### src/pkg/rcw_pkg.sv
// constants, register map and encodings of the ring conditional-write and receiver status block
// Function
// [RL1] event latch read loads compare register
// [RL2] software writes compare register directly
// [RL3] conditional write changes only bits matching compare
// [RL4] status tracks receiver, steady during access
// [RL5] status readable always, writes discarded
// [RL6] diagnose mode freezes status until error cleared
// [RL7] bit 7 reports restricted token flag
// [RL8] bits 6-4 receive state, listen zero
// [RL9] bits 2-0 receive timing state codes
// [RL10] bit 3 reserved, reads zero
// [RL11] remaining receive state codes in order
package rcw_pkg;

  // ==========================================================
  // bus and register map
  localparam int ADDR_W = 12;
  localparam logic [11:0] ADDR_EVT = 12'h000;
  localparam logic [11:0] ADDR_INT = 12'h004;
  localparam logic [11:0] ADDR_STAT = 12'h00c;
  localparam logic [11:0] ADDR_CMP = 12'h010;
  localparam logic [11:0] ADDR_CTRL = 12'h014;
  localparam logic [11:0] ADDR_ISTAT = 12'h018;
  localparam logic [11:0] ADDR_IMASK = 12'h01c;
  localparam int SEL_BIT = 8;

  // ==========================================================
  // reset values and field positions
  localparam logic [7:0] RST_BYTE = 8'h00;
  localparam logic [31:0] RST_WORD = 32'h0000_0000;
  localparam int CTRL_DIAG_BIT = 0;
  localparam int INT_RXERR_BIT = 0;
  localparam int IRQ_EVT_BIT = 0;
  localparam int IRQ_INT_BIT = 1;
  localparam int IRQ_FRZ_BIT = 2;
  localparam int STAT_RESTRICTED_TOKEN_FLAG_BIT = 7;
  localparam int STAT_RS_LSB = 4;
  localparam int STAT_RES_BIT = 3;
  localparam int STAT_RTS_LSB = 0;

  // ==========================================================
  // encodings
  typedef enum logic [2:0] {
    REG_EVT = 3'b000,
    REG_INT = 3'b001,
    REG_STAT = 3'b010,
    REG_CMP = 3'b011,
    REG_CTRL = 3'b100,
    REG_ISTAT = 3'b101,
    REG_IMASK = 3'b110,
    REG_NONE = 3'b111
  } rcw_reg_e;

  typedef enum logic [2:0] {
    RX_LISTEN = 3'b000,
    RX_AWAIT_SD = 3'b001,
    RX_FRAME_CTRL = 3'b010,
    RX_FRAME_BODY = 3'b011,
    RX_AC_IND = 3'b100,
    RX_CHECK_TOKEN = 3'b101,
    RX_OPT_IND = 3'b110,
    RX_RESERVED = 3'b111
  } rcw_rx_state_e;

  typedef enum logic [2:0] {
    RT_AWAIT_SD = 3'b000,
    RT_CHECK_FC = 3'b001,
    RT_CHECK_SA = 3'b010,
    RT_CHECK_DA = 3'b011,
    RT_CHECK_INFO = 3'b100,
    RT_CHECK_MAC = 3'b101,
    RT_RES6 = 3'b110,
    RT_RES7 = 3'b111
  } rcw_rx_timing_e;

endpackage : rcw_pkg

### src/pkg/rcw_stat_if.sv
// link between register logic and the receiver status capture
`timescale 1ns/1ps
interface rcw_stat_if;
  logic hold;
  logic diag;
  logic err_bit;
  logic [7:0] status;

  modport regs (
    output hold,
    output diag,
    output err_bit,
    input status
  );

  modport stat (
    input hold,
    input diag,
    input err_bit,
    output status
  );
endinterface : rcw_stat_if

### src/hw/rcw_rx_status.sv
// receiver status capture with access hold and diagnose freeze
`timescale 1ns/1ps
module rcw_rx_status
  import rcw_pkg::*;
(
  // clock and reset
  input wire logic pclk,
  input wire logic presetn,
  // receiver machines
  input wire logic rx_restricted,
  input wire logic [2:0] rx_state,
  input wire logic [2:0] rx_timing,
  // register side
  rcw_stat_if.stat sb
);

  rcw_rx_state_e rx_frame_state;
  rcw_rx_timing_e rx_time_state;
  logic [7:0] next_status;
  logic freeze;

  assign rx_frame_state = rcw_rx_state_e'(rx_state);
  assign rx_time_state = rcw_rx_timing_e'(rx_timing);

  // ==========================================================
  // packing
  always_comb
  begin
    next_status = RST_BYTE;
    next_status[STAT_RESTRICTED_TOKEN_FLAG_BIT] = rx_restricted; // RL7
    next_status[STAT_RS_LSB +: 3] = rx_frame_state; // RL8 RL11
    next_status[STAT_RES_BIT] = 1'b0; // RL10
    next_status[STAT_RTS_LSB +: 3] = rx_time_state; // RL9
  end

  // ==========================================================
  // capture
  assign freeze = sb.diag & sb.err_bit; // RL6

  always_ff @(posedge pclk or negedge presetn)
  begin
    if (!presetn)
      sb.status <= RST_BYTE;
    else if (!(sb.hold || freeze)) // RL4 RL6
      sb.status <= next_status;
  end

endmodule : rcw_rx_status

### src/hw/rcw_top.sv
// apb register bank: conditional-write event latches, compare register, receiver status
`timescale 1ns/1ps
module rcw_top
  import rcw_pkg::*;
(
  // clock and reset
  input wire logic pclk,
  input wire logic presetn,
  // apb slave
  input wire logic psel,
  input wire logic penable,
  input wire logic pwrite,
  input wire logic [ADDR_W-1:0] paddr,
  input wire logic [31:0] pwdata,
  output logic [31:0] prdata,
  output logic pready,
  output logic pslverr,
  // event sources, one-cycle set pulses
  input wire logic [7:0] evt_set,
  input wire logic [7:0] int_evt_set,
  // receiver machines
  input wire logic rx_restricted,
  input wire logic [2:0] rx_state,
  input wire logic [2:0] rx_timing,
  // interrupt
  output logic irq
);

  // ==========================================================
  // decode
  function automatic rcw_reg_e reg_decode(input logic [ADDR_W-1:0] a);
    logic [ADDR_W-1:0] base;
    base = a;
    base[SEL_BIT] = 1'b0;
    reg_decode = REG_NONE;
    if (base == ADDR_EVT)
      reg_decode = REG_EVT;
    else if (base == ADDR_INT)
      reg_decode = REG_INT;
    else if (a == ADDR_STAT)
      reg_decode = REG_STAT;
    else if (a == ADDR_CMP)
      reg_decode = REG_CMP;
    else if (a == ADDR_CTRL)
      reg_decode = REG_CTRL;
    else if (a == ADDR_ISTAT)
      reg_decode = REG_ISTAT;
    else if (a == ADDR_IMASK)
      reg_decode = REG_IMASK;
  endfunction : reg_decode

  // bit takes new value only where current equals compare
  function automatic logic [7:0] cond_merge(
    input logic [7:0] cur,
    input logic [7:0] cmpv,
    input logic [7:0] wd
  );
    logic [7:0] m;
    m = ~(cur ^ cmpv);
    cond_merge = (cur & ~m) | (wd & m);
  endfunction : cond_merge

  // ==========================================================
  // bus phases
  rcw_reg_e sel;
  logic setup;
  logic access;
  logic wr;
  logic rd;
  logic cond;
  logic latch_hit;

  assign sel = reg_decode(paddr);
  assign setup = psel & ~penable;
  assign access = psel & penable;
  assign wr = access & pwrite;
  assign rd = access & ~pwrite;
  assign cond = ~paddr[SEL_BIT];
  assign latch_hit = (sel == REG_EVT) | (sel == REG_INT);
  assign pready = access;
  assign pslverr = access & (sel == REG_NONE);

  // ==========================================================
  // registers
  logic [7:0] evt;
  logic [7:0] int_evt;
  logic [7:0] cmp;
  logic [7:0] ctrl;
  logic [7:0] irq_stat;
  logic [7:0] irq_mask;
  logic [7:0] next_evt;
  logic [7:0] next_int_evt;
  logic [7:0] next_irq_stat;
  logic [7:0] irq_ev;
  logic [7:0] read_mux;

  rcw_stat_if sb ();

  rcw_rx_status u_stat (
    .pclk(pclk),
    .presetn(presetn),
    .rx_restricted(rx_restricted),
    .rx_state(rx_state),
    .rx_timing(rx_timing),
    .sb(sb.stat)
  );

  // status is held from setup through access of its own read
  assign sb.hold = psel & (sel == REG_STAT); // RL4
  assign sb.diag = ctrl[CTRL_DIAG_BIT];
  assign sb.err_bit = int_evt[INT_RXERR_BIT]; // RL6

  // ==========================================================
  // event latches: hardware set beats a simultaneous clear
  always_comb
  begin
    next_evt = evt;
    if (wr && sel == REG_EVT)
      next_evt = cond ? cond_merge(evt, cmp, pwdata[7:0]) : pwdata[7:0]; // RL3
    next_evt = next_evt | evt_set;
  end

  always_comb
  begin
    next_int_evt = int_evt;
    if (wr && sel == REG_INT)
      next_int_evt = cond ? cond_merge(int_evt, cmp, pwdata[7:0]) : pwdata[7:0]; // RL3
    next_int_evt = next_int_evt | int_evt_set;
  end

  always_ff @(posedge pclk or negedge presetn)
  begin
    if (!presetn)
      evt <= RST_BYTE;
    else
      evt <= next_evt;
  end

  always_ff @(posedge pclk or negedge presetn)
  begin
    if (!presetn)
      int_evt <= RST_BYTE;
    else
      int_evt <= next_int_evt;
  end

  // ==========================================================
  // compare register
  always_ff @(posedge pclk or negedge presetn)
  begin
    if (!presetn)
      cmp <= RST_BYTE;
    else if (wr && sel == REG_CMP)
      cmp <= pwdata[7:0]; // RL2
    else if (rd && latch_hit)
      cmp <= prdata[7:0]; // RL1
  end

  // ==========================================================
  // control and mask
  always_ff @(posedge pclk or negedge presetn)
  begin
    if (!presetn)
      ctrl <= RST_BYTE;
    else if (wr && sel == REG_CTRL)
      ctrl <= {7'h00, pwdata[CTRL_DIAG_BIT]};
  end

  always_ff @(posedge pclk or negedge presetn)
  begin
    if (!presetn)
      irq_mask <= RST_BYTE;
    else if (wr && sel == REG_IMASK)
      irq_mask <= pwdata[7:0];
  end

  // ==========================================================
  // interrupt status, cleared by read, set wins
  always_comb
  begin
    irq_ev = RST_BYTE;
    irq_ev[IRQ_EVT_BIT] = |evt_set;
    irq_ev[IRQ_INT_BIT] = |int_evt_set;
    irq_ev[IRQ_FRZ_BIT] = ctrl[CTRL_DIAG_BIT] & int_evt_set[INT_RXERR_BIT] & ~int_evt[INT_RXERR_BIT];
    next_irq_stat = (rd && sel == REG_ISTAT) ? RST_BYTE : irq_stat;
    next_irq_stat = next_irq_stat | irq_ev;
  end

  always_ff @(posedge pclk or negedge presetn)
  begin
    if (!presetn)
      irq_stat <= RST_BYTE;
    else
      irq_stat <= next_irq_stat;
  end

  assign irq = |(irq_stat & irq_mask);

  // ==========================================================
  // read data, captured in the setup cycle
  always_comb
  begin
    read_mux = RST_BYTE;
    unique case (sel)
      REG_EVT: read_mux = evt;
      REG_INT: read_mux = int_evt;
      REG_STAT: read_mux = sb.status; // RL5
      REG_CMP: read_mux = cmp;
      REG_CTRL: read_mux = ctrl;
      REG_ISTAT: read_mux = irq_stat;
      REG_IMASK: read_mux = irq_mask;
      REG_NONE: read_mux = RST_BYTE;
    endcase
  end

  always_ff @(posedge pclk or negedge presetn)
  begin
    if (!presetn)
      prdata <= RST_WORD;
    else if (setup && !pwrite)
      prdata <= {24'h00_0000, read_mux};
  end
endmodule : rcw_top

### config.mk
export PLATFORM = sky130hd
export DESIGN_NAME = rcw_top
export DESIGN_NICKNAME = d
export VERILOG_FILES = /design/src/pkg/rcw_pkg.sv /design/src/pkg/rcw_stat_if.sv /design/src/hw/rcw_rx_status.sv /design/src/hw/rcw_top.sv
export SDC_FILE = /design/constraint.sdc
export NUM_CORES = 1
export LEC_CHECK = 0
export CAP_MARGIN = 20
export CORE_UTILIZATION = 25
export CTS_BUF_LIST = sky130_fd_sc_hd__clkbuf_4 sky130_fd_sc_hd__clkbuf_8
export DETAILED_ROUTE_END_ITERATION = 16
export DONT_BUFFER_PORTS = 1
export PLACE_DENSITY = 0.45
export SETUP_SLACK_MARGIN = 0.02
export SLEW_MARGIN = 10
export SYNTH_ARGS = -nofsm -noshare
export SYNTH_HDL_FRONTEND = slang
export SYNTH_SLANG_ARGS = --single-unit
### constraint.sdc
create_clock -name pclk -period 1.8 [get_ports pclk]
set_clock_uncertainty 0.1 [all_clocks]
set_input_delay 0.18 -clock pclk [delete_from_list [all_inputs] [get_ports pclk]]
set_output_delay 0.18 -clock pclk [all_outputs]
set_load 0.02 [all_outputs]
After elaboration in Yosys (flattened, before gate mapping)
Cells that the tools add are included. W data, S select, Z words.

Flip-flop bits (word level): 56. Bits of input ports: 72. Word-level logic and storage cells: 81. Output and inout bits: 35.

Bitwise operators: 29. Eq/ne operators: 13. Reductions and logical operators: 16. Mux-type cells: 15.

Operator list (number): $pmux W8 S8 (1); $mux W8 (7); $eq A12 B5 Y1 const B (4); $and A8 B8 Y8 (5); $not A8 Y8 (4); $or A8 B8 Y8 (4); $reduce_or A8 Y1 (3); $xor A8 B8 Y8 (2); $eq A12 B4 Y1 const B (1); $eq A3 B3 Y1 const B (4); $mux W3 (4); $eq A11 B3 Y1 const B (1); $logic_not A11 Y1 (1); $and A1 B1 Y1 (9); $logic_and A1 B1 Y1 (8); $or A8 B3 Y8 (1); $eq A3 B2 Y1 const B (2); $mux W2 (2); $eq A3 B1 Y1 const B (1); $logic_not A3 Y1 (1); $not A1 Y1 (3); $reduce_bool A2 Y1 (1); $logic_not A1 Y1 (1); $logic_or A1 B1 Y1 (1); 2 further kinds (2).

Depth between registers and ports, before layout
Gate-level depths: netlist of run 1.

Depth in word-level cells: 13. Mapped depth: 7. Mapped depth without buffers: 5.

Hierarchy
A second synthesis of run 1 with hierarchy kept.

Cells, all modules: 353. Area total of the unflattened synthesis: 3440.8 um2.

Modules (own cells, without submodules): rcw_top (cells each 336, seq. area each 1101.1 um2, instances 1, area an instance 3159.3 um2); rcw_rx_status (cells each 17, seq. area each 175.2 um2, instances 1, area an instance 281.5 um2).

Worst setup path after synthesis of run 1
Ideal clock, no wire load.

Path type: input to register. Start: in paddr[7]. End: reg irq_mask[0]. Arrival: 1.639 ns. Setup time: 0.125 ns. Cell stages on the path: 6. Required time: 1.575 ns. Buffers on the path: 1. Path slack: -0.064 ns. Cell sequence: or4_4 > nor2_4 > and4_1 > buf_6 > nand2_8 > mux2_4.

Word-level cells in the longest chain between the ends: 10. Elaborated cells on any way between the ends: 16. Those cells by class: eq/ne: 7; mux: 7; reduce/logical: 2.

RTL lines: from (decl) (RTL line rcw_top.sv:13) `input wire logic [ADDR_W-1:0] paddr,`; $eq A12 B5 Y1 (RTL line rcw_top.sv:48) `else if (a == ADDR_IMASK)`; $mux W1 (RTL line rcw_top.sv:48); $mux W2 (RTL line rcw_top.sv:46) `else if (a == ADDR_ISTAT)`; $mux W2 (RTL line rcw_top.sv:44) `else if (a == ADDR_CTRL)`; $mux W3 (RTL line rcw_top.sv:42) `else if (a == ADDR_CMP)`; $mux W3 (RTL line rcw_top.sv:40) `else if (a == ADDR_STAT)`; $mux W3 (RTL line rcw_top.sv:38) `else if (base == ADDR_INT)`; $mux W3 (*) (RTL line rcw_top.sv:36) `if (base == ADDR_EVT)`; $eq A3 B3 Y1 (*) (RTL line rcw_top.sv:173) `else if (wr && sel == REG_IMASK)`; $logic_and A1 B1 Y1 (*) (RTL line rcw_top.sv:173); to (signal assigned) (RTL line rcw_top.sv:174) `irq_mask <= pwdata[7:0];`; to (decl) (RTL line rcw_top.sv:90) `logic [7:0] irq_mask;`.

Mark *: on every way between the ends. The rest lies on a longest branch, timed or not. A chain may end at the register's enable or synchronous reset.

Worst setup path in the final report of run 1
Start: in paddr[1]. End: reg irq_mask[2].

Same word-level chain as after synthesis.

==> results of run 1 <==
[metal layers]
metal | part of all wire | wire, µm | vias to the layer above
met5 | 0 | 0 | -
met4 | 0.022 | 235 | 0
met3 | 0.059 | 630 | 16
met2 | 0.46 | 4940 | 98
met1 | 0.46 | 4950 | 1335
li1 | - | - | 1288
[how the worst max path moves through the flow]
stage / to / slack [ns]
3_3_place_gp: irq_mask[0] / -0.14
2_1_floorplan: irq_mask[0] / -0.06
3_5_place_dp: irq_mask[6] / -0.18
4_1_cts: irq_mask[2] / 0.13
6_report: irq_mask[2] / 0.12
5_1_grt: evt[2] / 0.05
[registers in the layout (all words and copies together), names as in the netlist]
register	cells
int_evt	8
cmp	8
evt	8
u_stat.sb.status	7
ctrl	1
irq_stat	3
irq_mask	8
prdata	8
[worst max-delay path, cell delays in order]
cell and delay, ns:
or4_4 0.54, nor2_4 0.21, and4_1 0.38, nand2_8 0.14
mux2_4 0.31
[synthesized netlist by cell type (all sizes together) (7+ instances only)]
| cell type | instances |
|---|---|
| a22oi | 9 |
| nand2b | 16 |
| nor2 | 21 |
| o31ai | 9 |
| a31oi | 7 |
| nor4 | 7 |
| inv | 24 |
| dfrtp | 51 |
| clkbuf | 7 |
| o21ai | 15 |
| nand2 | 13 |
| nor3 | 9 |
| a21oi | 22 |
| mux2 | 17 |
| o21bai | 7 |
| buf | 29 |
| o22ai | 22 |
[final cells by class]
cell class | count | area share
tap | 168 | 0.0543
clock buffer | 5 | 0.0178
inverter | 24 | 0.0233
multi-input combinational | 240 | 0.410
sequential | 51 | 0.330
timing repair buffer | 69 | 0.160
antenna | 1 | 0.000647
clock inverter | 2 | 0.00356
[power breakdown]
part           switching, mW  internal, mW  leakage (nW)  total, mW
logic                  0.179         0.132          1.17      0.311
clock network          0.408         0.268        0.0440      0.676
registers             0.0740          1.18         0.539       1.26
total                  0.661          1.58          1.75       2.24
[what timing repair did]
item                       in CTS  in global routing
hold buffers                   34                  0
hold endpoints to repair       96                  0
setup buffers                   0                  0
setup endpoints to repair       0                  0
[cell families (layout without fill, tap and decap cells)]
| group | count (synthesis) | count (layout) |
|---|---|---|
| AOI/OAI and AO/OA | 106 | 106 |
| and+or+nand+nor | 90 | 90 |
| other | 1 | 25 |
| buffers and inverters | 60 | 100 |
| DFF | 51 | 51 |
| muxes | 20 | 20 |
==> flow_metrics.py, run 1 <==
metrics = {
    "grt": {
        "grt_usage": 0.173,
        "grt_max_degree": 52,
        "use_met1": 0.232,
        "busiest_layer": "met2",
        "grt_pass1_vias": 2772,
        "use_met2": 0.278,
        "overflow": 0,
        "antenna_found_initial": 1,
        "grt_pass1_wl_um": 16500,
        "grtUsageMet3": 0.0335,
    },
    "hold_path": {
        "hold-path-cell-count": 2,
        "min_from": "pwdata[4]",
        "hold_path_class": "primary input to register",
        "min_to": "evt[4]",
    },
    "power": {
        "power.total_mw": 2.24,
        "powerDensity_nw_per_um2": 580,
        "cellLeakagePower_nw": 1.75,
        "ir_drop_v": 0.000237,
    },
    "routing": {
        "wl_per_cell_um": 19.2,
        "first_pass_iters": 5,
        "ant_nets": 0,
        "drc": 0,
        "wl_um": 10800,
        "drtIter0Drc": 102,
        "viasPerCell": 4.89,
        "vias": 2737,
    },
    "logic_synthesis": {
        "syn_area_um2": 3100,
        "seq_area_frac_synth": 0.411,
        "synth_fa_ha_area_frac": 0,
        "avgSynthCellArea_um2": 9.46,
        "synth_ff_type": "dfrtp_1",
        "synth_cells": 328,
        "synthXorXnorAreaFrac": 0,
        "yosysTopAreaCell": "dfrtp_1",
        "synth_compound_area_frac": 0.223,
        "ys_ff_latch": 51,
        "synth_top_area_frac": 0.411,
        "synth-warning-count": 0,
        "synth-simple-area-share": 0.173,
        "synth.distinct_cells": 50,
        "synth.area.top_cells": "dfrtp_1 (41%), buf_4 (5.8%), mux2_4 (4.8%), o22ai_1 (4.4%), a21oi_1 (3.5%)",
        "synthArstFlopShare": 1.00,
        "synthMuxAreaShare": 0.0834,
        "synth_top_family_by_area": "compound AO/OA/AOI/OAI gates",
        "synth-edff-count": 0,
    },
    "critical_path": {
        "cp.arrival_ns": 1.78,
        "cp-end-kind": "register",
        "path_class": "primary input to register",
        "r2r_slack_ns": 0.17,
        "worstSetupStartpoint": "paddr[1]",
        "required_ns": 1.90,
        "regToRegEndpoint": "prdata[3]",
        "crit_path_max_fanout": 8,
        "r2r_cells": 4,
        "start_kind": "primary input",
        "crit-reg2reg-launch": "cmp[3]",
    },
    "floorplanning": {
        "die_area_um2": 12900,
        "die-width_um": 113,
        "fp-row-count": 40,
        "ios": 107,
        "coreArea_um2": 12100,
        "die_h_um": 113,
        "initial_core_util": 0.257,
    },
    "placed_design": {
        "dpl.hpwl_um": 7760,
        "gp_congestion": 0.805,
        "place_ws_ns": -0.184,
        "dp_cells": 518,
        "port-buffer-count": 0,
        "placed_area_um2": 3430,
    },
    "final_layout": {
        "final_common_cell": "dfrtp_1",
        "areaGrowthSynthToFinish_pct": 24.6,
        "nFillCells": 1281,
        "multi_input_area_um2": 1590,
        "nets": 463,
        "final_util": 0.321,
        "final_cell_mix": "dfrtp_1 (51), buf_4 (35), dlygate4sd3_1 (33)",
        "drive_gt1_frac": 0.189,
        "design_area_um2": 3870,
        "register_area_um2": 1280,
        "final_cells": 560,
    },
    "sta": {
        "maxSlewViolCount": 0,
        "post-route-period-util": 0.933,
        "setup_ws_ns": 0.121,
        "min_period_ns": 1.68,
        "slew_headroom": 0.476,
        "finalSetupTns_ns": 0,
        "setup_viol": 0,
        "hold_ws_ns": 0.0164,
        "max_freq_ghz": 0.596,
        "worstMarginPinSlew_ns": 0.767,
        "hold_viol": 0,
        "rsz0062_at_grt": "no",
    },
    "cts": {
        "cts.clk_slew.worst_paths_ns": 0.10,
        "cts.repair.resized": 0,
        "clockBufferDepth": 2,
        "clk_latency_ns": 0.31,
        "cts_tree": "yes",
        "htree_levels": 2,
        "cts_made_buffers": 5,
        "root_buffer": "clkbuf_8",
        "numClockSinks": 51,
    },
    "job": {
        "cap_violations": 0,
    },
    "status": {
        "status": "finished, final reports clean",
    },
}
Note: power is estimated with default switching activity, not from simulation.
==> run 2, diff against run 1 <==
--- a/config.mk
+++ b/config.mk
@@ -7,2 +7,3 @@
 export LEC_CHECK = 0
+export ABC_AREA = 1
 export CAP_MARGIN = 20
==> constraint.sdc (replaced) <==
create_clock -name pclk -period 1.8 [get_ports pclk]
set_clock_uncertainty 0.1 [all_clocks]
set_input_delay 0.09 -clock pclk [delete_from_list [all_inputs] [get_ports pclk]]
set_output_delay 0.09 -clock pclk [all_outputs]
set_load 0.02 [all_outputs]
==> run 2 against run 1 <==
Compared with the run above: design area is 5.0% higher; sequential power fell by 8%; sequential share of layout area down 1.6 points; global-route usage is 2.4 points lower; critical path type unchanged; largest cell class unchanged; highest routed layer unchanged.
==> flow_metrics.py, run 2 <==
metrics = {
    "sta": {
        "maxSlewViolCount": 0,
        "min_period_ns": 1.64,
        "worstMarginPinSlew_ns": 0.650,
        "slew_headroom": 0.563,
        "rsz0062_at_grt": "no",
        "setup_viol": 0,
        "max_freq_ghz": 0.610,
        "hold_viol": 0,
        "finalSetupTns_ns": 0,
        "post-route-period-util": 0.911,
    },
    "logic_synthesis": {
        "synthArstFlopShare": 1.00,
        "yosysTopAreaCell": "dfrtp_1",
        "synth_compound_area_frac": 0.100,
        "synthXorXnorAreaFrac": 0,
        "synth-warning-count": 0,
        "synth_fa_ha_area_frac": 0,
        "seq_area_frac_synth": 0.383,
        "synth-simple-area-share": 0.389,
        "syn_area_um2": 3330,
        "synth_cells": 450,
        "ys_ff_latch": 51,
        "synth_common_cells": "nand2_1 (139), nand3_1 (57), dfrtp_1 (51), inv_1 (41), o21ai_0 (38)",
        "synth-edff-count": 0,
        "synth_ff_type": "dfrtp_1",
        "synth.distinct_cells": 31,
        "avgSynthCellArea_um2": 7.40,
        "synth_top_family_by_area": "simple AND/OR/NAND/NOR gates",
        "yosysMostFrequentCell": "nand2_1",
        "synth.area.top_cells": "dfrtp_1 (38%), nand2_1 (16%), nand3_1 (8.6%), buf_4 (5.9%), o21ai_0 (5.7%)",
        "synth_top_area_frac": 0.383,
        "synthMuxAreaShare": 0,
    },
    "routing": {
        "vias": 3009,
        "first_pass_iters": 5,
        "wl_um": 9870,
        "drc": 0,
        "wl_per_cell_um": 14.5,
        "ant_nets": 0,
        "viasPerCell": 4.43,
        "drtIter0Drc": 194,
    },
    "cts": {
        "htree_levels": 2,
        "post-cts-setup-buffer-count": 0,
        "clockBufferDepth": 2,
        "numClockSinks": 51,
        "ctsHoldBuffers": 53,
        "cts_tree": "yes",
        "clk_latency_ns": 0.32,
        "cts_made_buffers": 5,
        "cts.clk_slew.worst_paths_ns": 0.10,
        "root_buffer": "clkbuf_8",
        "cts.repair.resized": 0,
    },
    "placed_design": {
        "gp_congestion": 0.823,
        "port-buffer-count": 0,
        "dpl.hpwl_um": 7240,
        "placed_area_um2": 3430,
    },
    "final_layout": {
        "drive_gt1_frac": 0.107,
        "multi_input_area_um2": 1720,
        "areaGrowthSynthToFinish_pct": 22.0,
        "design_area_um2": 4060,
        "nets": 578,
        "register_area_um2": 1280,
        "nFillCells": 1410,
        "final_common_cell": "nand2_1",
        "final_cell_mix": "nand2_1 (139), nand3_1 (57), dlygate4sd3_1 (52)",
        "diodes": 0,
    },
    "grt": {
        "use_met1": 0.204,
        "busiest_layer": "met2",
        "grt_max_degree": 52,
        "antenna_found_initial": 0,
        "overflow": 0,
        "use_met2": 0.235,
        "grt_pass1_wl_um": 15900,
        "grt_pass1_vias": 2869,
        "grt_usage": 0.148,
        "grtUsageMet3": 0.0297,
    },
    "critical_path": {
        "max_stage_delay_ns": 0.55,
        "r2r_cells": 5,
        "r2r_slack_ns": 0.17,
        "crit_slowest_cell": "dlygate4sd3_1",
        "cp-endpoint": "int_evt[3]",
        "cp-end-kind": "register",
        "worstSetupStartpoint": "paddr[7]",
        "path_class": "primary input to register",
        "crit-reg2reg-launch": "int_evt[5]",
        "start_kind": "primary input",
        "regToRegEndpoint": "int_evt[5]",
        "cp.arrival_ns": 1.75,
        "crit_path_max_fanout": 7,
        "crit_chain": "nor2_2 > nand2_2 > nor2_4 > nand2_4 > nor2_4 > inv_1 > a21oi_1 > nand2_1 > dlygate4sd3_1",
        "required_ns": 1.91,
        "cp_common_cell": "nor2_4",
    },
    "floorplanning": {
        "initial_core_util": 0.260,
        "die_h_um": 117,
        "coreArea_um2": 12800,
        "die-width_um": 117,
        "die_area_um2": 13800,
        "fp-row-count": 41,
        "ios": 107,
    },
    "power": {
        "powerDensity_nw_per_um2": 526,
        "ir_drop_v": 0.000261,
        "cellLeakagePower_nw": 2.00,
    },
    "status": {
        "status": "finished, final reports clean",
    },
    "job": {
        "cap_violations": 0,
    },
    "hold_path": {
        "hold_path_class": "primary input to register",
    },
}
==> run 2: power by group <==
part | internal [mW] | leakage (nW) | switching, mW
Sequential | 1.15 | 0.597 | 0.00683
Clock | 0.305 | 0.0491 | 0.403
Combinational | 0.0978 | 1.36 | 0.173
==> run 2: cell families (layout without fill, tap and decap cells) <==
logic type / count (synthesis) / count (layout)
AOI/OAI and AO/OA: 57 / 57
DFF: 51 / 51
buffers and inverters: 79 / 113
other: 1 / 24
and+or+nand+nor: 262 / 262
==> run 2: worst min-delay path by stage <==
stage          cells after the start    start  slack [ns]     endpoint
2_1_floorplan                      0  presetn       -0.31       cmp[0]
3_3_place_gp                       0  presetn       -0.30  irq_stat[1]
3_5_place_dp                       0  presetn       -0.30   int_evt[0]
4_1_cts                            4   pwrite       0.009      ctrl[0]
5_1_grt                            4   pwrite        0.03      ctrl[0]
6_report                           4   pwrite        0.02      ctrl[0]
==> run 2: cell type report <==
| cell class | instances | share of cell area |
|---|---|---|
| sequential | 51 | 0.314 |
| tap | 172 | 0.0530 |
| multi-input combinational | 343 | 0.423 |
| inverter | 48 | 0.0459 |
| clock buffer | 7 | 0.0206 |
| timing repair buffer | 57 | 0.142 |
| clock inverter | 1 | 0.00123 |
==> run 2: worst max-delay path: cells and delay by family <==
family / cells / cell delay [ns]
AO/OA/AOI/OAI: 1 / 0.15
buffers and inverters: 2 / 0.69
AND/OR/NAND/NOR: 6 / 0.81
==> run 2: metrics by stage <==
step                      hold slack, ns  setup WS (ns)  power, mW  instances  utilization
final                             0.0153          0.160       2.14        679        0.317
after global routing              0.0348         0.0582       2.23        679        0.317
after CTS                        0.00886          0.165       2.17        679        0.317
after detailed placement          -0.302          0.356       1.35        618        0.267
after global placement            -0.303          0.365       1.35        618        0.267
after floorplan                   -0.306          0.409       1.37        473            -
==> run 2: routing by layer <==
metal,wire (µm),vias up
li1,-,1515
met4,107,0
met3,634,6
met1,4640,1375
met5,0,-
met2,4480,113
